$ cat src/common/swst_regs.vh
// Register offsets, field positions, reset values and timing counts of the slow timers.
// Assumes a 32-bit APB slave decoding full byte addresses.
`ifndef SWST_REGS_VH
`define SWST_REGS_VH
`define SWST_CLKEN_ADDR     32'h4000_0008
`define SWST_WDCFG_ADDR     32'h4000_6000
`define SWST_WDUNL_ADDR     32'h4000_6004
`define SWST_WDRST_ADDR     32'h4000_6008
`define SWST_STCFG_ADDR     32'h4000_600c
`define SWST_CNTH_ADDR      32'h4000_6010
`define SWST_CNTL_ADDR      32'h4000_6014
`define SWST_CMPAH_ADDR     32'h4000_6018
`define SWST_CMPAL_ADDR     32'h4000_601c
`define SWST_CMPBH_ADDR     32'h4000_6020
`define SWST_CMPBL_ADDR     32'h4000_6024
`define SWST_FLAG_ADDR      32'h4000_a014
`define SWST_MASK_ADDR      32'h4000_a054
`define SWST_CLKEN_RST      32'h0000_0002
`define SWST_WDCFG_RST      32'h0000_0002
`define SWST_STCFG_RST      32'h0000_0400
`define SWST_CMP_RST        16'hffff
`define SWST_CODE_OFF       16'hdead
`define SWST_CODE_ON        16'heabe
`define SWST_WD_ON_BIT      0
`define SWST_WD_OFF_BIT     1
`define SWST_RCKEEP_BIT     1
`define SWST_DIR_BIT        12
`define SWST_RUN_BIT        11
`define SWST_FRZ_BIT        10
`define SWST_PRE_HI         7
`define SWST_PRE_LO         4
`define SWST_SEL_BIT        0
`define SWST_WRAP_BIT       0
`define SWST_CMPA_BIT       1
`define SWST_CMPB_BIT       2
`define SWST_WD_TIMEOUT_MS  2048
`define SWST_WD_WARN_MS     1792
`define SWST_RUN_SYNC_TICKS 2
`endif

$ cat src/core/swst_tick_sync.v
// Edge detector turning a slow reference level into one-cycle tick pulses.
// Assumes the reference is synchronous to clk (slow relative to it).
`timescale 1ns/1ps
module swst_tick_sync
(
    input  wire clk,
    input  wire sys_rst,
    input  wire ref_level,
    output reg  tick
);
    reg prev;

    always @(posedge clk)
    begin
        if (sys_rst)
        begin
            // Track the level through reset so a high reference gives no false edge
            prev <= ref_level;
            tick <= 1'b0;
        end
        else
        begin
            prev <= ref_level;
            tick <= ref_level & ~prev;
        end
    end
endmodule

$ cat src/core/swst_top.v
// Slow watchdog and sleep timer with its APB register file.
// Assumes slow reference clocks arrive as levels synchronous to clk, and that
// priv_system is high for bus accesses made from the processor's System mode.
`timescale 1ns/1ps
`include "swst_regs.vh"
module swst_top
#(
    parameter WD_TIMEOUT = `SWST_WD_TIMEOUT_MS,
    parameter WD_WARN    = `SWST_WD_WARN_MS
)
(
    input  wire        clk,
    input  wire        sys_rst,
    input  wire        psel,
    input  wire        penable,
    input  wire        pwrite,
    input  wire [31:0] paddr,
    input  wire [31:0] pwdata,
    output reg  [31:0] prdata,
    output reg         pready,
    output reg         pslverr,
    input  wire        priv_system,
    input  wire        kilohertz_reference,
    input  wire        crystal_32k_clock,
    input  wire        cpu_halted,
    input  wire        cpu_clock_tick,
    input  wire        core_tick_src_sleep,
    input  wire        deep_sleep_request,
    output reg         core_tick_timer_tick,
    output reg         rc_off_sleep,
    output reg         rc_on_sleep,
    output reg         slow_timer_irq,
    output reg         wd_warning_nmi,
    output reg         wd_expired,
    output reg         wd_running
);
    // ------------------------------------------------------------
    // Registers
    // ------------------------------------------------------------
    reg [31:0] clk_src_en;
    reg        wd_on_request;
    reg        wd_off_request;
    reg        arm_on;
    reg        arm_off;
    reg [11:0] wd_count;
    reg        count_direction;
    reg        slow_timer_run;
    reg        halt_freeze;
    reg [3:0]  prescale_exponent;
    reg        slow_clock_choice;
    reg [31:0] count;
    reg [15:0] lower_snap;
    reg [31:0] cmp_a;
    reg [31:0] cmp_b;
    reg [15:0] hold_a;
    reg [15:0] hold_b;
    reg [2:0]  flags;
    reg [2:0]  mask;
    reg [14:0] pre_cnt;
    reg [1:0]  run_sync;
    reg        running;

    wire kilo_tick;
    wire xtal_tick;

    // ------------------------------------------------------------
    // Reference edge detection
    // ------------------------------------------------------------
    swst_tick_sync u_kilo
    (
        .clk       (clk),
        .sys_rst   (sys_rst),
        .ref_level (kilohertz_reference),
        .tick      (kilo_tick)
    );

    swst_tick_sync u_xtal
    (
        .clk       (clk),
        .sys_rst   (sys_rst),
        .ref_level (crystal_32k_clock),
        .tick      (xtal_tick)
    );

    // ------------------------------------------------------------
    // Bus decode
    // ------------------------------------------------------------
    function [31:0] lo16;
        input [15:0] v;
        begin
            lo16 = {16'h0000, v};
        end
    endfunction

    function mapped;
        input [31:0] a;
        begin
            case (a)
                `SWST_CLKEN_ADDR, `SWST_WDCFG_ADDR, `SWST_WDUNL_ADDR,
                `SWST_WDRST_ADDR, `SWST_STCFG_ADDR, `SWST_CNTH_ADDR,
                `SWST_CNTL_ADDR, `SWST_CMPAH_ADDR, `SWST_CMPAL_ADDR,
                `SWST_CMPBH_ADDR, `SWST_CMPBL_ADDR, `SWST_FLAG_ADDR,
                `SWST_MASK_ADDR: mapped = 1'b1;
                default:         mapped = 1'b0;
            endcase
        end
    endfunction

    // Access completes in the second access cycle: pready pulses then
    wire acc  = psel & penable & ~pready;
    wire wr   = acc & pwrite & priv_system & mapped(paddr);
    wire rd   = acc & ~pwrite;
    wire stopped = ~slow_timer_run & ~running;

    // Slow clock selected for the sleep timer
    wire sel_tick = slow_clock_choice ? xtal_tick : kilo_tick;
    wire [14:0] pre_mask = (15'h0001 << prescale_exponent) - 15'h0001;
    wire pre_tick = sel_tick & ((pre_cnt & pre_mask) == pre_mask);
    wire step = pre_tick & running & ~(halt_freeze & cpu_halted);

    wire [31:0] next_count = count_direction ? count - 32'h0000_0001
                                             : count + 32'h0000_0001;
    wire        wrap_now = count_direction ? (count == 32'h0000_0000)
                                           : (count == 32'hffff_ffff);

    reg [31:0] next_rdata;
    always @*
    begin
        next_rdata = 32'h0000_0000;
        case (paddr)
            `SWST_CLKEN_ADDR: next_rdata = clk_src_en;
            `SWST_WDCFG_ADDR: next_rdata = {30'h0000_0000, wd_off_request, wd_on_request};
            `SWST_STCFG_ADDR: next_rdata = {19'h0_0000, count_direction, slow_timer_run,
                                            halt_freeze, 2'b00, prescale_exponent,
                                            3'b000, slow_clock_choice};
            `SWST_CNTH_ADDR:  next_rdata = lo16(count[31:16]);
            `SWST_CNTL_ADDR:  next_rdata = lo16(lower_snap);
            `SWST_CMPAH_ADDR: next_rdata = lo16(cmp_a[31:16]);
            `SWST_CMPAL_ADDR: next_rdata = lo16(cmp_a[15:0]);
            `SWST_CMPBH_ADDR: next_rdata = lo16(cmp_b[31:16]);
            `SWST_CMPBL_ADDR: next_rdata = lo16(cmp_b[15:0]);
            `SWST_FLAG_ADDR:  next_rdata = {29'h0000_0000, flags};
            `SWST_MASK_ADDR:  next_rdata = {29'h0000_0000, mask};
            default:          next_rdata = 32'h0000_0000;
        endcase
    end

    // ------------------------------------------------------------
    // APB slave
    // ------------------------------------------------------------
    always @(posedge clk)
    begin
        if (sys_rst)
        begin
            prdata  <= 32'h0000_0000;
            pready  <= 1'b0;
            pslverr <= 1'b0;
        end
        else
        begin
            pready  <= acc;
            pslverr <= acc & ~mapped(paddr);
            prdata  <= rd ? next_rdata : 32'h0000_0000;
        end
    end

    // ------------------------------------------------------------
    // Watchdog
    // ------------------------------------------------------------
    always @(posedge clk)
    begin
        if (sys_rst)
        begin
            wd_on_request  <= 1'b0;
            wd_off_request <= 1'b1;
            arm_on         <= 1'b0;
            arm_off        <= 1'b0;
            wd_count       <= 12'h000;
            wd_running     <= 1'b0;
            wd_warning_nmi <= 1'b0;
            wd_expired     <= 1'b0;
        end
        else
        begin
            if (wr && paddr == `SWST_WDUNL_ADDR)
            begin
                arm_off <= (pwdata[15:0] == `SWST_CODE_OFF);
                arm_on  <= (pwdata[15:0] == `SWST_CODE_ON);
            end
            else if (wr && paddr == `SWST_WDCFG_ADDR)
            begin
                // Arming is consumed by the config write, so a stray second write fails
                // A granted request drops the opposite bit, else the disable bit set
                // at reset would block every later enable
                if (arm_on && pwdata[`SWST_WD_ON_BIT])
                begin
                    wd_on_request  <= 1'b1;
                    wd_off_request <= 1'b0;
                end
                if (arm_off && pwdata[`SWST_WD_OFF_BIT])
                begin
                    wd_off_request <= 1'b1;
                    wd_on_request  <= 1'b0;
                end
                arm_on  <= 1'b0;
                arm_off <= 1'b0;
            end
            // Disable dominates when both requests read set
            wd_running <= wd_on_request & ~wd_off_request;
            wd_warning_nmi <= 1'b0;
            wd_expired <= 1'b0;
            if (!wd_running || (wr && paddr == `SWST_WDRST_ADDR))
                wd_count <= 12'h000;
            else if (kilo_tick)
            begin
                // One count per millisecond of the kilohertz reference
                if (wd_count == WD_WARN[11:0] - 12'h001)
                    wd_warning_nmi <= 1'b1;
                if (wd_count == WD_TIMEOUT[11:0] - 12'h001)
                begin
                    wd_expired <= 1'b1;
                    wd_count   <= 12'h000;
                end
                else
                    wd_count <= wd_count + 12'h001;
            end
        end
    end

    // ------------------------------------------------------------
    // Sleep timer
    // ------------------------------------------------------------
    always @(posedge clk)
    begin
        if (sys_rst)
        begin
            clk_src_en        <= `SWST_CLKEN_RST;
            count_direction   <= 1'b0;
            slow_timer_run    <= 1'b0;
            halt_freeze       <= 1'b1;
            prescale_exponent <= 4'h0;
            slow_clock_choice <= 1'b0;
            count      <= 32'h0000_0000;
            lower_snap <= 16'h0000;
            cmp_a      <= {`SWST_CMP_RST, `SWST_CMP_RST};
            cmp_b      <= {`SWST_CMP_RST, `SWST_CMP_RST};
            hold_a     <= `SWST_CMP_RST;
            hold_b     <= `SWST_CMP_RST;
            flags      <= 3'b000;
            mask       <= 3'b000;
            pre_cnt    <= 15'h0000;
            run_sync   <= 2'b00;
            running    <= 1'b0;
        end
        else
        begin
            if (wr && paddr == `SWST_CLKEN_ADDR)
                clk_src_en <= {30'h0000_0000, pwdata[1:0]};
            if (wr && paddr == `SWST_STCFG_ADDR)
            begin
                slow_timer_run <= pwdata[`SWST_RUN_BIT];
                halt_freeze    <= pwdata[`SWST_FRZ_BIT];
                if (stopped)
                begin
                    count_direction   <= pwdata[`SWST_DIR_BIT];
                    prescale_exponent <= pwdata[`SWST_PRE_HI:`SWST_PRE_LO];
                    slow_clock_choice <= pwdata[`SWST_SEL_BIT];
                end
            end
            // Enable passes through three selected-clock stages before acting
            if (sel_tick)
            begin
                run_sync <= {run_sync[0], slow_timer_run};
                running  <= run_sync[1];
            end
            if (!running)
                pre_cnt <= 15'h0000;
            else if (sel_tick)
                pre_cnt <= pre_cnt + 15'h0001;
            if (step)
                count <= next_count;
            if (rd && paddr == `SWST_CNTH_ADDR)
                lower_snap <= count[15:0];
            if (wr && paddr == `SWST_CMPAL_ADDR)
                hold_a <= pwdata[15:0];
            if (wr && paddr == `SWST_CMPAH_ADDR)
                cmp_a <= {pwdata[15:0], hold_a};
            if (wr && paddr == `SWST_CMPBL_ADDR)
                hold_b <= pwdata[15:0];
            if (wr && paddr == `SWST_CMPBH_ADDR)
                cmp_b <= {pwdata[15:0], hold_b};
            if (wr && paddr == `SWST_MASK_ADDR)
                mask <= pwdata[2:0];
            // Set wins over a same-cycle write-one clear
            flags[`SWST_WRAP_BIT] <= (step & wrap_now) |
                (flags[`SWST_WRAP_BIT] & ~(wr && paddr == `SWST_FLAG_ADDR
                                           && pwdata[`SWST_WRAP_BIT]));
            flags[`SWST_CMPA_BIT] <= (step & (next_count == cmp_a)) |
                (flags[`SWST_CMPA_BIT] & ~(wr && paddr == `SWST_FLAG_ADDR
                                           && pwdata[`SWST_CMPA_BIT]));
            flags[`SWST_CMPB_BIT] <= (step & (next_count == cmp_b)) |
                (flags[`SWST_CMPB_BIT] & ~(wr && paddr == `SWST_FLAG_ADDR
                                           && pwdata[`SWST_CMPB_BIT]));
        end
    end

    // ------------------------------------------------------------
    // Outputs
    // ------------------------------------------------------------
    always @(posedge clk)
    begin
        if (sys_rst)
        begin
            slow_timer_irq       <= 1'b0;
            core_tick_timer_tick <= 1'b0;
            rc_off_sleep         <= 1'b0;
            rc_on_sleep          <= 1'b0;
        end
        else
        begin
            slow_timer_irq <= |(flags & mask);
            core_tick_timer_tick <= core_tick_src_sleep ? pre_tick : cpu_clock_tick;
            rc_off_sleep <= deep_sleep_request & ~clk_src_en[`SWST_RCKEEP_BIT];
            rc_on_sleep  <= deep_sleep_request & clk_src_en[`SWST_RCKEEP_BIT];
        end
    end
endmodule

$ cat config.mk
export PLATFORM = sky130hd
export DESIGN_NAME = swst_top
export DESIGN_NICKNAME = d
export VERILOG_FILES = /design/src/core/swst_tick_sync.v /design/src/core/swst_top.v
export VERILOG_INCLUDE_DIRS = /design/src /design/src/common
export SDC_FILE = /design/constraint.sdc
export NUM_CORES = 1
export LEC_CHECK = 0
export BUFFER_PORTS_ARGS = -buffer_cell sky130_fd_sc_hd__buf_2
export CAP_MARGIN = 20
export CORE_ASPECT_RATIO = 1.25
export CORE_MARGIN = 2
export CORE_UTILIZATION = 45
export CTS_CLUSTER_SIZE = 40
export DETAILED_ROUTE_END_ITERATION = 8
export GPL_TIMING_DRIVEN = 1
export PLACE_DENSITY_LB_ADDON = 0.05
export SLEW_MARGIN = 25
export SYNTH_ARGS = -nofsm -noshare
export SYNTH_HDL_FRONTEND = slang
export SYNTH_SLANG_ARGS = --single-unit
$ cat constraint.sdc
create_clock -name clk -period 4.1 [get_ports clk]
set_clock_uncertainty 0.05 [all_clocks]
set_input_delay 0 -clock clk [delete_from_list [all_inputs] [get_ports clk]]
set_output_delay 0 -clock clk [all_outputs]
set_load 0.01 [all_outputs]
## Word level (Yosys, flattened, before mapping)

Cells that the tools add are included.

- Reduce and logical (&&, ||, !) cells: 30
- Add/subtract/negate cells: 5
- Bitwise gates (word level): 44
- Multiplexer cells: 17
- Shifts and indexed selects: 1
- Equal/unequal tests: 21

Operators with widths:

| operator | number |
|---|---|
| == test 32 x 31 -> 1 bit, second input constant | 13 |
| case mux 16 bit (11 select lines) | 1 |
| == test 32 bit | 2 |
| adder 32 x 1 -> 32 bit, second input constant | 1 |
| == test 16 bit, second input constant | 2 |
| == test 32 bit, second input constant | 1 |
| logical NOT 32 bit | 1 |
| two-way mux 32 bit | 1 |
| subtractor 32 x 1 -> 32 bit, second input constant | 1 |
| == test 12 x 11 -> 1 bit, second input constant | 2 |
| AND 1 bit | 23 |
| logical AND 1 bit | 17 |
| NOT 1 bit | 16 |
| adder 15 x 1 -> 15 bit, second input constant | 1 |
| AND 15 bit | 1 |
| == test 15 bit | 1 |
| left shift 1 x 4 -> 15 bit, first input constant | 1 |
| subtractor 15 x 1 -> 15 bit, second input constant | 1 |
| two-way mux 1 bit | 14 |
| OR reduction 13 bit | 1 |
| adder 12 x 1 -> 12 bit, second input constant | 1 |
| two-way mux 12 bit | 1 |
| OR reduction 2 bit | 3 |
| OR reduction 3 bit | 2 |
| 7 further kinds | 10 |

- Input bits: 76
- Register bits: 239
- Output and inout bits: 41
- Logic and storage cells: 154

## Logic depth before layout (Yosys ltp)

Gate-level depths: netlist (run 1).

- Depth after elaboration: 10
- Mapped depth: 15
- Gate-level depth less buffers: 13

## Cells and area by module

A second synthesis (run 1) with hierarchy kept.

- Cells, all modules: 1564
- Area total of the unflattened synthesis: 12647.1 sq um

Modules (own cells, without submodules):

| module | cells an instance | sequential area each (sq um) | instances | area each (sq um) |
|---|---|---|---|---|
| swst_top | 1558 | 4384.2 | 1 | 12542.0 |
| swst_tick_sync | 3 | 40.0 | 2 | 52.6 |

## Least setup slack after synthesis (run 1)

OpenSTA, ideal clock, no wires.

- Kind: register -> register
- Start point: reg count_direction
- End point: reg flags[1]
- Path slack: -41 ps
- Required time: 3966 ps
- Library setup time: 84 ps
- Data arrival time: 4007 ps
- Clock period less this slack: 4141 ps
- Stages on the path, launching flop included: 13
- Path buffers: 1
- Path through: dfxtp_1 ha_1 clkbuf_1 a21o_1 o21bai_1 a221oi_1 mux2i_1 nand4_1 nor4_1 nand4_1 or4_1 or4_1 o31ai_2

- Longest elaborated chain between the ends: 4

Ends and longest elaborated chain:

| what | line | source |
|---|---|---|
| start: declaration | swst_top.v:46 | `reg count_direction;` |
| start signal: assignment | swst_top.v:265 | `` count_direction <= pwdata[`SWST_DIR_BIT]; `` |
| two-way mux 32 bit | swst_top.v:121 | `wire [31:0] next_count = count_direction ? count - 32'h0000_0001` |
| == test 32 bit | swst_top.v:298 | `` flags[`SWST_CMPA_BIT] <= (step & (next_count == cmp_a)) \| `` |
| AND 1 bit | swst_top.v:298 |  |
| bitwise OR 1 bit | swst_top.v:298 |  |
| end signal: indexed assignment | swst_top.v:295 | `` flags[`SWST_WRAP_BIT] <= (step & wrap_now) \| `` |
| end signal: indexed assignment | swst_top.v:298 |  |
| end signal: indexed assignment | swst_top.v:301 | `` flags[`SWST_CMPB_BIT] <= (step & (next_count == cmp_b)) \| `` |
| end: declaration | swst_top.v:57 | `reg [2:0] flags;` |

Every way passes these cells.
A chain may end at the register's enable or synchronous reset.

## Final worst setup path (run 1)

Ends and elaborated chain as after synthesis.

==> metrics.md, run 1 <==
| Metric | Value |
|---|---|
| CP max stage cell | or4_1 |
| Max stage delay on crit path | 0.46 ns |
| Vias per std cell | 5.936 |
| Startpoint Class | register |
| Rel. slew slack | 34.68% |
| Status | finished with violations |
| EDFF count, synth | 0 |
| Setup TNS | 0 ns |
| Initial Util | 45.72% |
| Synth cell types | 91 |
| DPL Wire Length | 34400 um |
| Depth of the CTS H-tree | 1 |
| Final Util | 55.42% |
| Crit path arrival time | 4.28 ns |
| CTS tree | yes |
| # nets final | 1717 |
| Tmin final | 3.873 ns |
| Gr ovfl total | 0 |
| Cell family with most CP delay | simple AND/OR/NAND/NOR gates |
| CTS root buffer | clkbuf_16 |
| Cells after synthesis | 1423 |
| R2r setup slk | 0.23 ns |
| Via count | 11720 |
| Max FO, Critical Path | 17 |
| Initial antenna violation count | 0 |
| Leakage power | 5.848 nW |
| Fill count | 2605 |
| Max-cap violations | 0 |
| Final Setup Violations | 0 |
| Req. time, crit path | 4.51 ns |
| Area Growth Syn to Fin | 21.20% |
| DRT iter0 DRCs | 933 |
| Clock Pin Slew Worst Setup and Hold Paths | 0.06 ns |
| Final period utilization | 94.45% |
| Violated checks | DRC |
| Warnings, synthesis | 0 |
| Worst Setup End Kind | register |
| Commonest non-fill, non-tap cell in the layout | dfxtp_1 |
| Largest net degree at the start of global routing | 92 |
| CTS max path bufs | 3 |
| FF+latch area | 4466 um^2 |
| CP Buf/Inv Count | 2 |
| Worst Path Class, Setup | reg -> reg |
| Core box area | 27650 um^2 |
| Cells along the critical path | buf_12 > buf_4 > fa_2 > a211oi_4 > o21bai_1 > xnor3_1 > a2111oi_2 > nand4_1 > nor4_2 > nand4_1 > or4_1 > or4_1 > o31ai_2 |
| Final GP Congestion | 0.9888 |
| Slew Limit Fails | 0 |
| Full die area | 29460 um^2 |
| WL final | 45500 um |
| Worst Hold Class | in -> reg |
| Hold path start | paddr[14] |
| Ports | 117 |
| Footprint of the multi-input gates | 7646 um^2 |
| Synth Flop Type | dfxtp_1 |
| Sink Count | 223 |
| First-pass GRT wire length | 67680 um |
| Num CTS Buffers | 25 |
| Reg2reg path depth | 13 |
| Reg-to-Reg Start | count_direction$_SDFFE_PP0P_ |
| DRC | 2 |
| Post-DRT Antenna Nets | 0 |
| Critical Path Stages | 13 |
| Async S/R FF share, synth | 0% |
| Syn_area_per_cell | 8.885 um^2 |
| R2r endpoint | flags[1]$_SDFF_PP0_ |
| VDD IR max | 0.3178 mV |
| Pwr per Cell Area | 301.3 nW/um^2 |
| Initial DRT Pass Iterations | 9 |
| Most frequent cells in the layout | dfxtp_1, nor2_1, buf_4, nor2b_1, a211o_1 |
| Vias in the first global route | 10970 |
| Input/output buffers | 84 |
| ANT cells | 0 |
| Rows | 68 |
| WHS Path Cells | 4 |
| Die Y | 191.4 um |
| DIE WIDTH | 153.9 um |
| Sequential share of the synthesized area | 35.31% |
| Worst Hold End | pslverr$_SDFF_PP0_ |
| Fmax | 258.2 MHz |
| RSZ-0062 raised after global routing | no |
| Overall Global Routing Usage | 30.15% |
| Layout cells sized above 1 | 18.10% |
| Worst Max-Slew Pin Slew | 0.9799 ns |
| DR WL/cell | 23.05 um |
| Final Hold Fails | 0 |
| Post-synthesis cell area | 12640 um^2 |
| Yosys reg bits | 223 |
| Clk Latency, worst-skew pair | 0.54 ns |
-- where the power goes --
group	internal, mW	total, mW	switching (mW)
logic	0.0543	0.147	0.0922
clock network	1.36	2.30	0.934
registers	2.17	2.17	0.00176
-- sequential cells by signal, summed over array words and instances (netlist names), 2 cells and up --
register / count
wd_count: 12
mask: 3
cmp_a: 32
prescale_exponent: 4
pre_cnt: 15
prdata: 16
cmp_b: 32
run_sync: 2
count: 32
lower_snap: 16
flags: 3
clk_src_en: 2
hold_b: 16
hold_a: 16
-- cell usage after synthesis, drive strengths merged, types with 6 or more instances --
cell | count | area [um^2]
inv | 21 | 78.83
nor4 | 19 | 133.9
nand2 | 80 | 300.3
a21oi | 67 | 354.1
a21o | 7 | 52.55
nor2 | 135 | 509.2
a211o | 100 | 875.8
a31oi | 21 | 131.4
nand4 | 34 | 219.0
a222oi | 10 | 100.1
o21ai | 39 | 198.9
or3 | 7 | 43.79
mux2i | 61 | 610.6
and4 | 9 | 78.83
xnor2 | 46 | 417.9
o211ai | 9 | 67.56
a211oi | 9 | 90.08
nand3b | 7 | 52.55
or4 | 8 | 60.06
nor3 | 22 | 142.6
and2 | 6 | 37.54
a221oi | 8 | 76.32
nor2b | 105 | 664.4
nand2b | 8 | 50.05
a22oi | 34 | 255.2
and3 | 14 | 87.58
ha | 33 | 412.9
o31ai | 6 | 50.05
xor2 | 56 | 490.5
nand3 | 26 | 130.1
buf | 62 | 370.4
clkbuf | 50 | 188.9
dfxtp | 223 | 4464
-- worst min-delay path: cells and delay by family --
| family | cells | cell delay, ns |
|---|---|---|
| buffers and inverters | 1 | 0.11 |
| AND/OR/NAND/NOR | 2 | 0.25 |
| AO/OA/AOI/OAI | 1 | 0.23 |
-- area by class of cell --
type	count	area share [%]
Multi-Input combinational cell	1082	49.90
Sequential cell	223	29.14
Timing Repair Buffer	254	12.11
Clock buffer	37	4.769
Tap cell	350	2.858
Clock inverter	7	0.7104
Inverter	21	0.5144
-- routing by layer --
layer / part of all wire, % / GRT usage (%) / vias up
met4: 4.6 / 12.26 / 0
met3: 6.0 / 4.103 / 101
met5: 0 / 0 / -
met2: 49 / 53.69 / 417
li1: - / - / 5560
met1: 41 / 36.70 / 5639
-- how the worst max path moves through the flow --
stage                                  from                  end
2_1_floorplan  count_direction$_SDFFE_PP0P_  flags[1]$_SDFF_PP0_
3_3_place_gp   count_direction$_SDFFE_PP0P_  flags[1]$_SDFF_PP0_
3_5_place_dp   count_direction$_SDFFE_PP0P_  flags[1]$_SDFF_PP0_
4_1_cts        count_direction$_SDFFE_PP0P_  flags[1]$_SDFF_PP0_
5_1_grt        count_direction$_SDFFE_PP0P_  flags[1]$_SDFF_PP0_
6_report       count_direction$_SDFFE_PP0P_  flags[1]$_SDFF_PP0_
-- what timing repair did --
| item | 4_1_cts | 5_1_grt |
|---|---|---|
| gates resized for setup | 0 | 8 |
| hold endpoints to repair | 116 | 0 |
| hold buffers | 36 | 0 |
| setup endpoints to repair | 0 | 2 |
| buffers inserted | 0 | 0 |
-- through the flow --
stage	hold slack (ns)	instance area (um^2)	setup slack (ns)	total power, mW	instances
after CTS	0.004653	15290	0.1293	4.662	1974
after detailed placement	0.06641	14090	0.1423	2.341	1894
final	0.03823	15320	0.2274	4.616	1974
after floorplan	-0.02228	12700	0.3393	2.285	1438
after global routing	0.08189	15320	0.003879	4.751	1974
after global placement	0.06502	14090	0.1839	2.341	1894
-- cell families after synthesis --
logic type,share of synthesized area [%]
flops,35.31
xor+xnor,8.639
fa+ha+maj,3.424
mux,5.007
buf+inv,5.047
simple gates,21.42
compound gates,21.13
other cells,0.02966
(Power assumes the default switching activity.)
==> run 2: changes to the inputs <==
--- a/config.mk
+++ b/config.mk
@@ -8,9 +8,11 @@
 export LEC_CHECK = 0
 export BUFFER_PORTS_ARGS = -buffer_cell sky130_fd_sc_hd__buf_2
 export CAP_MARGIN = 20
+export CELL_PAD_IN_SITES_DETAIL_PLACEMENT = 1
+export CELL_PAD_IN_SITES_GLOBAL_PLACEMENT = 2
 export CORE_ASPECT_RATIO = 1.25
 export CORE_MARGIN = 2
-export CORE_UTILIZATION = 45
+export CORE_UTILIZATION = 34
 export CTS_CLUSTER_SIZE = 40
 export DETAILED_ROUTE_END_ITERATION = 8
 export GPL_TIMING_DRIVEN = 1
==> metrics.md, run 2 (same netlist as run 1, synthesis figures left out) <==
| Metric | Value |
|---|---|
| Cell Count, Final, Fillers Out | 2092 (+6.0%) |
| Initial DRT Pass Iterations | 5 (-4) |
| Setup WS post-layout | 0.1577 ns (-0.06966 ns) |
| M3 GR Usage | 2.312% (-1.8 points) |
| # nets final | 1697 (-1.2%) |
| Sink Count | 223 (unchanged) |
| Critical Path Start | count_direction$_SDFFE_PP0P_ |
| CTS root buffer | clkbuf_16 |
| ANT cells | 0 (unchanged) |
| Die Y | 219.6 um (+15%) |
| Final Setup Violations | 0 (unchanged) |
| Hold path start | priv_system |
| Tmin final | 3.942 ns (+0.06966 ns) |
| Core box area | 36970 um^2 (+34%) |
| Startpoint Class | register |
| Final Util | 41.43% (-14 points) |
| Design area | 15310 um^2 (about the same) |
| DRC | 0 (-2) |
| Slew Limit Fails | 0 (unchanged) |
| CTS tree | yes |
| Clock Pin Slew Worst Setup and Hold Paths | 0.06 ns (about the same) |
| Pre-CTS setup slack | -0.02274 ns (-0.1650 ns) |
| Layout cells sized above 1 | 17.37% (-0.73 points) |
| Hold slack | 0.04023 ns (+0.002008 ns) |
| Worst Setup End Kind | register |
| Clk Latency, worst-skew pair | 0.55 ns (about the same) |
| DPL Wire Length | 38480 um (+12%) |
| Vias per std cell | 5.584 (-5.9%) |
| Ports | 117 (unchanged) |
| VDD IR max | 0.2702 mV (-15%) |
| Initial antenna violation count | 0 (unchanged) |
| CTS max path bufs | 3 (unchanged) |
| Pwr per Cell Area | 304.7 nW/um^2 (+1.1%) |
| Rel. slew slack | 36.31% (+1.6 points) |
| DRT iter0 DRCs | 687 (-26%) |
| Gr ovfl total | 0 (unchanged) |
| Final Hold Fails | 0 (unchanged) |
| Met1 Usage GRT | 32.26% (-4.4 points) |
| Commonest non-fill, non-tap cell in the layout | dfxtp_1 |
| Worst Path Class, Setup | reg -> reg |
| Final GP Congestion | 0.9812 (-0.77%) |
| Status | completed |
| Max-cap violations | 0 (unchanged) |
| Post-DRT Antenna Nets | 0 (unchanged) |
| Req. time, crit path | 4.51 ns (about the same) |
| Worst Hold Class | in -> reg |
| Fmax | 253.7 MHz (-1.8%) |
| Rows | 79 (+16%) |
| WHS Path Cells | 6 (+2) |
| WL final | 50810 um (+12%) |
| Num CTS Buffers | 26 (+4.0%) |
| Via count | 11680 (-0.31%) |
| Initial Util | 34.20% (-12 points) |
| Final period utilization | 96.15% (+1.7 points) |
| Vias in the first global route | 11760 (+7.3%) |
| Largest net degree at the start of global routing | 88 (-4.3%) |
| Met2 GRT Util | 46.90% (-6.8 points) |
| Max FO, Critical Path | 16 (-1) |
| Overall Global Routing Usage | 25.97% (-4.2 points) |
| Input/output buffers | 84 (unchanged) |
| Reg2reg path depth | 12 (-1) |
| Gr busiest metal | met2 |
| Leakage power | 5.755 nW (-1.6%) |
| Placed instance area | 14040 um^2 (-0.34%) |
| Crit path arrival time | 4.35 ns (+0.07 ns) |
| First-pass GRT wire length | 75890 um (+12%) |
| Full die area | 38760 um^2 (+32%) |
| DR WL/cell | 24.29 um (+5.4%) |
| Worst Max-Slew Pin Slew | 0.9554 ns (-0.02444 ns) |
| Area Growth Syn to Fin | 21.13% (about the same) |
| Reg-to-Reg Start | count_direction$_SDFFE_PP0P_ |
| Placed Instances | 2006 (+5.9%) |
| DIE WIDTH | 176.5 um (+15%) |
| Most frequent cells in the layout | dfxtp_1, nor2_1, buf_4, nor2b_1, a211o_1 |
| Largest regs | cmp_a x32, cmp_b x32, count x32 |
| Depth of the CTS H-tree | 1 (unchanged) |
run 2: cell count changes in the layout (fill, tap and decap cells not counted), moves of 3 or more:
| cell | change |
|---|---|
| buf_4 | -19 |
| buf_12 | -3 |
| clkinv_2 | +6 |
| ha_1 | -3 |
| ha_2 | +3 |
run 2: cell type report:
cell class,instances,area (um^2)
Fill cell,4359,21650
Tap cell,486,608.1
Inverter,21,78.83
Clock inverter,10,81.33
Multi-Input combinational cell,1082,7642
Sequential cell,223,4468
Timing Repair Buffer,233,1663
Clock buffer,37,773.2
run 2: report_power, final:
part           switching (mW)  leakage, nW  internal, mW
Combinational          0.0967         3.53        0.0554
Clock                   0.971        0.427          1.37
Sequential            0.00203         1.80          2.17
Total                    1.07         5.75          3.60
run 2: what timing repair did:
item                                    4_1_cts  5_1_grt
setup buffers                                 0        2
gates resized for setup                       1       10
hold buffers                                 37        0
pin swaps                                     0        2
endpoints found under the setup margin        1        2
hold endpoints to repair                     96        0
run 2: stage by stage:
stage / setup TNS (ns) / power [mW]
CTS: 0 / 4.723
floorplan: 0 / 2.285
detailed placement: -0.02274 / 2.347
finish: 0 / 4.666
global placement: 0 / 2.346
global route: -0.01181 / 4.820
run 2: final timing paths:
kind | endpoint | slack (ns)
hold / removal | clk_src_en[0]$_SDFFE_PP0P_ | 0.04
hold reg to reg | u_xtal.tick$_SDFF_PP0_ | 0.34
setup / recovery | flags[2]$_SDFF_PP0_ | 0.16
setup reg to reg | flags[2]$_SDFF_PP0_ | 0.16
run 2: worst max-delay path: stages (launching register included):
cell and delay (ns):
dfxtp_4 0.52, ha_1 0.30, buf_4 0.17, a21oi_1 0.26, o21ai_1 0.22, a311oi_1 0.40, a21oi_1 0.20, a21oi_2 0.35
nor3_1 0.08, or4_1 0.53, nor4_1 0.31, o2111ai_1 0.21, o31ai_1 0.24
run 2: layer usage:
| metal | wire (um) | part of all wire [%] | vias up |
|---|---|---|---|
| met3 | 1807 | 3.6 | 73 |
| met1 | 21740 | 43 | 5839 |
| met2 | 25460 | 50 | 260 |
| met4 | 1804 | 3.6 | 0 |
| met5 | 0 | 0 | - |
| li1 | - | - | 5509 |
==> run 3: changes to the inputs <==
--- a/config.mk
+++ b/config.mk
@@ -11,7 +11,6 @@
 export CELL_PAD_IN_SITES_DETAIL_PLACEMENT = 1
 export CELL_PAD_IN_SITES_GLOBAL_PLACEMENT = 2
 export CORE_ASPECT_RATIO = 1.25
-export CORE_MARGIN = 2
 export CORE_UTILIZATION = 34
 export CTS_CLUSTER_SIZE = 40
 export DETAILED_ROUTE_END_ITERATION = 8
==> constraint.sdc (replaced) <==
create_clock -name clk -period 4.1 [get_ports clk]
set_clock_uncertainty 0.05 [all_clocks]
set_input_delay 0.82 -clock clk [delete_from_list [all_inputs] [get_ports clk]]
set_output_delay 0.82 -clock clk [all_outputs]
set_load 0.01 [all_outputs]
==> metrics.md, run 3 (same netlist as run 1, synthesis figures left out) <==
| Metric | Value |
|---|---|
| Status | completed |
| Rows | 78 (-1.3%) |
| Worst Max-Slew Pin Slew | 0.9552 ns (-0.0001820 ns) |
| Rel. slew slack | 36.32% (about the same) |
| Setup TNS | 0 ns (unchanged) |
| Max FO, Critical Path | 6 (-10) |
| WHS Path Cells | 1 (-5) |
| FF+latch area | 4468 um^2 (unchanged) |
| Initial antenna violation count | 0 (unchanged) |
| DRC | 0 (unchanged) |
| Final Hold Fails | 0 (unchanged) |
| Num CTS Buffers | 26 (unchanged) |
| WL final | 49570 um (-2.4%) |
| Slew Limit Fails | 0 (unchanged) |
| Hold_buf cts | 0 (-100%) |
| Final Setup Violations | 0 (unchanged) |
| DIE WIDTH | 174.5 um (-1.1%) |
| DPL Wire Length | 37940 um (-1.4%) |
| Worst Setup End Kind | register |
| Largest regs | cmp_a x32, cmp_b x32, count x32 |
| Worst Hold End | u_kilo.prev$_DFF_P_ |
| Leakage power | 5.748 nW (-0.12%) |
| Fmax | 253.6 MHz (about the same) |
| Fill count | 4312 (-1.1%) |
| Vias per std cell | 5.583 (about the same) |
| WL met1 | 21460 um (-1.3%) |
| Overall Global Routing Usage | 25.92% (-0.050 points) |
| Largest net degree at the start of global routing | 85 (-3.4%) |
| R2r setup slk | 0.16 ns (about the same) |
| Depth of the CTS H-tree | 1 (unchanged) |
| Commonest non-fill, non-tap cell in the layout | dfxtp_1 |
| CTS tree | yes |
| Most frequent cells in the layout | dfxtp_1, nor2_1, buf_4, nor2b_1, a211o_1 |
| DRT iter0 DRCs | 738 (+7.4%) |
| Req. time, crit path | 4.51 ns (about the same) |
| RSZ-0062 raised after global routing | no |
| Total length of routed met2 wires | 25020 um (-1.7%) |
| Via count | 11560 (-1.1%) |
| Hold path start | kilohertz_reference |
| Area Growth Syn to Fin | 20.20% |
| # nets final | 1682 (-0.88%) |
| R2r endpoint | flags[1]$_SDFF_PP0_ |
| Final GP Congestion | 0.8902 (-9.3%) |
| Worst Path Class, Setup | reg -> reg |
| Max-cap violations | 0 (unchanged) |
| Sink Count | 223 (unchanged) |
| Die Y | 217.6 um (-0.91%) |
| DR WL/cell | 23.95 um (-1.4%) |
| Initial Util | 34.64% (+0.44 points) |
| Pre-CTS setup slack | 0.01327 ns (+0.03601 ns) |
| CTS root buffer | clkbuf_16 |
| Full die area | 37970 um^2 (-2.0%) |
| First-pass GRT wire length | 74500 um (-1.8%) |
| Pwr per Cell Area | 309.7 nW/um^2 (+1.6%) |
| Gr ovfl total | 0 (unchanged) |
| ANT cells | 0 (unchanged) |
| Setup WS post-layout | 0.1570 ns (-0.0006960 ns) |
| Clock Pin Slew Worst Setup and Hold Paths | 0.06 ns (about the same) |
| Tmin final | 3.943 ns (+0.0006960 ns) |
| DR top layer | met4 |
| Crit path arrival time | 4.36 ns (about the same) |
| Reg-to-Reg Start | count_direction$_SDFFE_PP0P_ |
| Reg2reg path depth | 11 (-1) |
| Layout cells sized above 1 | 18.74% (+1.4 points) |
| Vias in the first global route | 11630 (-1.1%) |
| Worst Hold Class | in -> reg |
| VDD IR max | 0.3027 mV (+12%) |
| Footprint of the multi-input gates | 7650 um^2 (about the same) |
| Initial DRT Pass Iterations | 5 (unchanged) |
| Core box area | 36500 um^2 (-1.3%) |
| Startpoint Class | register |
| Clk Latency, worst-skew pair | 0.55 ns (about the same) |
| CTS max path bufs | 3 (unchanged) |
| Post-DRT Antenna Nets | 0 (unchanged) |
| DR WL met3 | 1677 um (-7.2%) |
| Input/output buffers | 84 (unchanged) |
| Final period utilization | 96.17% (about the same) |
| Ports | 117 (unchanged) |
## run 3: layout make-up
class	count	share of cell area, %
Tap cell	480	3.952
Clock buffer	38	5.113
Clock inverter	8	0.6751
Timing Repair Buffer	218	10.00
Sequential cell	223	29.40
Multi-Input combinational cell	1082	50.34
Inverter	21	0.5187
## run 3: stage by stage
step	power (mW)	cells	hold WS [ns]	instance area, um^2	util [%]
final	4.707	2070	0.3401	15200	41.64
after global routing	4.867	2070	0.3170	15200	41.64
after CTS	4.773	2068	0.3127	15150	41.50
after detailed placement	2.349	2022	0.3369	14260	39.07
after global placement	2.349	2022	0.3305	14260	39.07
after floorplan	2.285	1438	0.3221	12700	-
## run 3: how the worst max path moves through the flow
stage | depth (start not counted) | from | slack (ns) | end
after CTS | 11 | count_direction$_SDFFE_PP0P_ | 0.1 | flags[1]$_SDFF_PP0_
final | 11 | count_direction$_SDFFE_PP0P_ | 0.16 | flags[1]$_SDFF_PP0_
after floorplan | 12 | count_direction$_SDFFE_PP0P_ | 0.34 | flags[1]$_SDFF_PP0_
after global routing | 12 | prescale_exponent[3]$_SDFFE_PP0P_ | 0.03 | flags[1]$_SDFF_PP0_
after detailed placement | 14 | count_direction$_SDFFE_PP0P_ | 0.01 | flags[1]$_SDFF_PP0_
after global placement | 14 | count_direction$_SDFFE_PP0P_ | 0.10 | flags[1]$_SDFF_PP0_
## run 3: report_power, final
group / switching [mW] / leakage, nW / total, mW / internal [mW]
sequential: 0.00191 / 1.80 / 2.17 / 2.17
clock: 0.970 / 0.426 / 2.41 / 1.44
combinational: 0.0928 / 3.52 / 0.129 / 0.0361
## run 3: timing repair
item	in CTS	in global routing
pin swaps	0	3
endpoints found under the setup margin	1	2
resized for setup	1	8
setup buffers	0	2
## run 3: metal layers
| layer | track usage, % | vias up |
|---|---|---|
| li1 | - | 5472 |
| met1 | 32.10 | 5766 |
| met2 | 47.08 | 252 |
| met3 | 2.388 | 67 |
| met4 | 7.953 | 0 |
| met5 | 0 | - |
## run 3: worst max-delay path, stage by stage, from the launching register on
cell and delay (ns):
dfxtp_4 0.40, buf_4 0.18, ha_1 0.36, a21oi_1 0.25, o21ai_0 0.21, a221oi_2 0.46, a21oi_1 0.22, o21ai_0 0.43
o31ai_1 0.13, or4_1 0.55, or4_1 0.42, o31ai_2 0.17
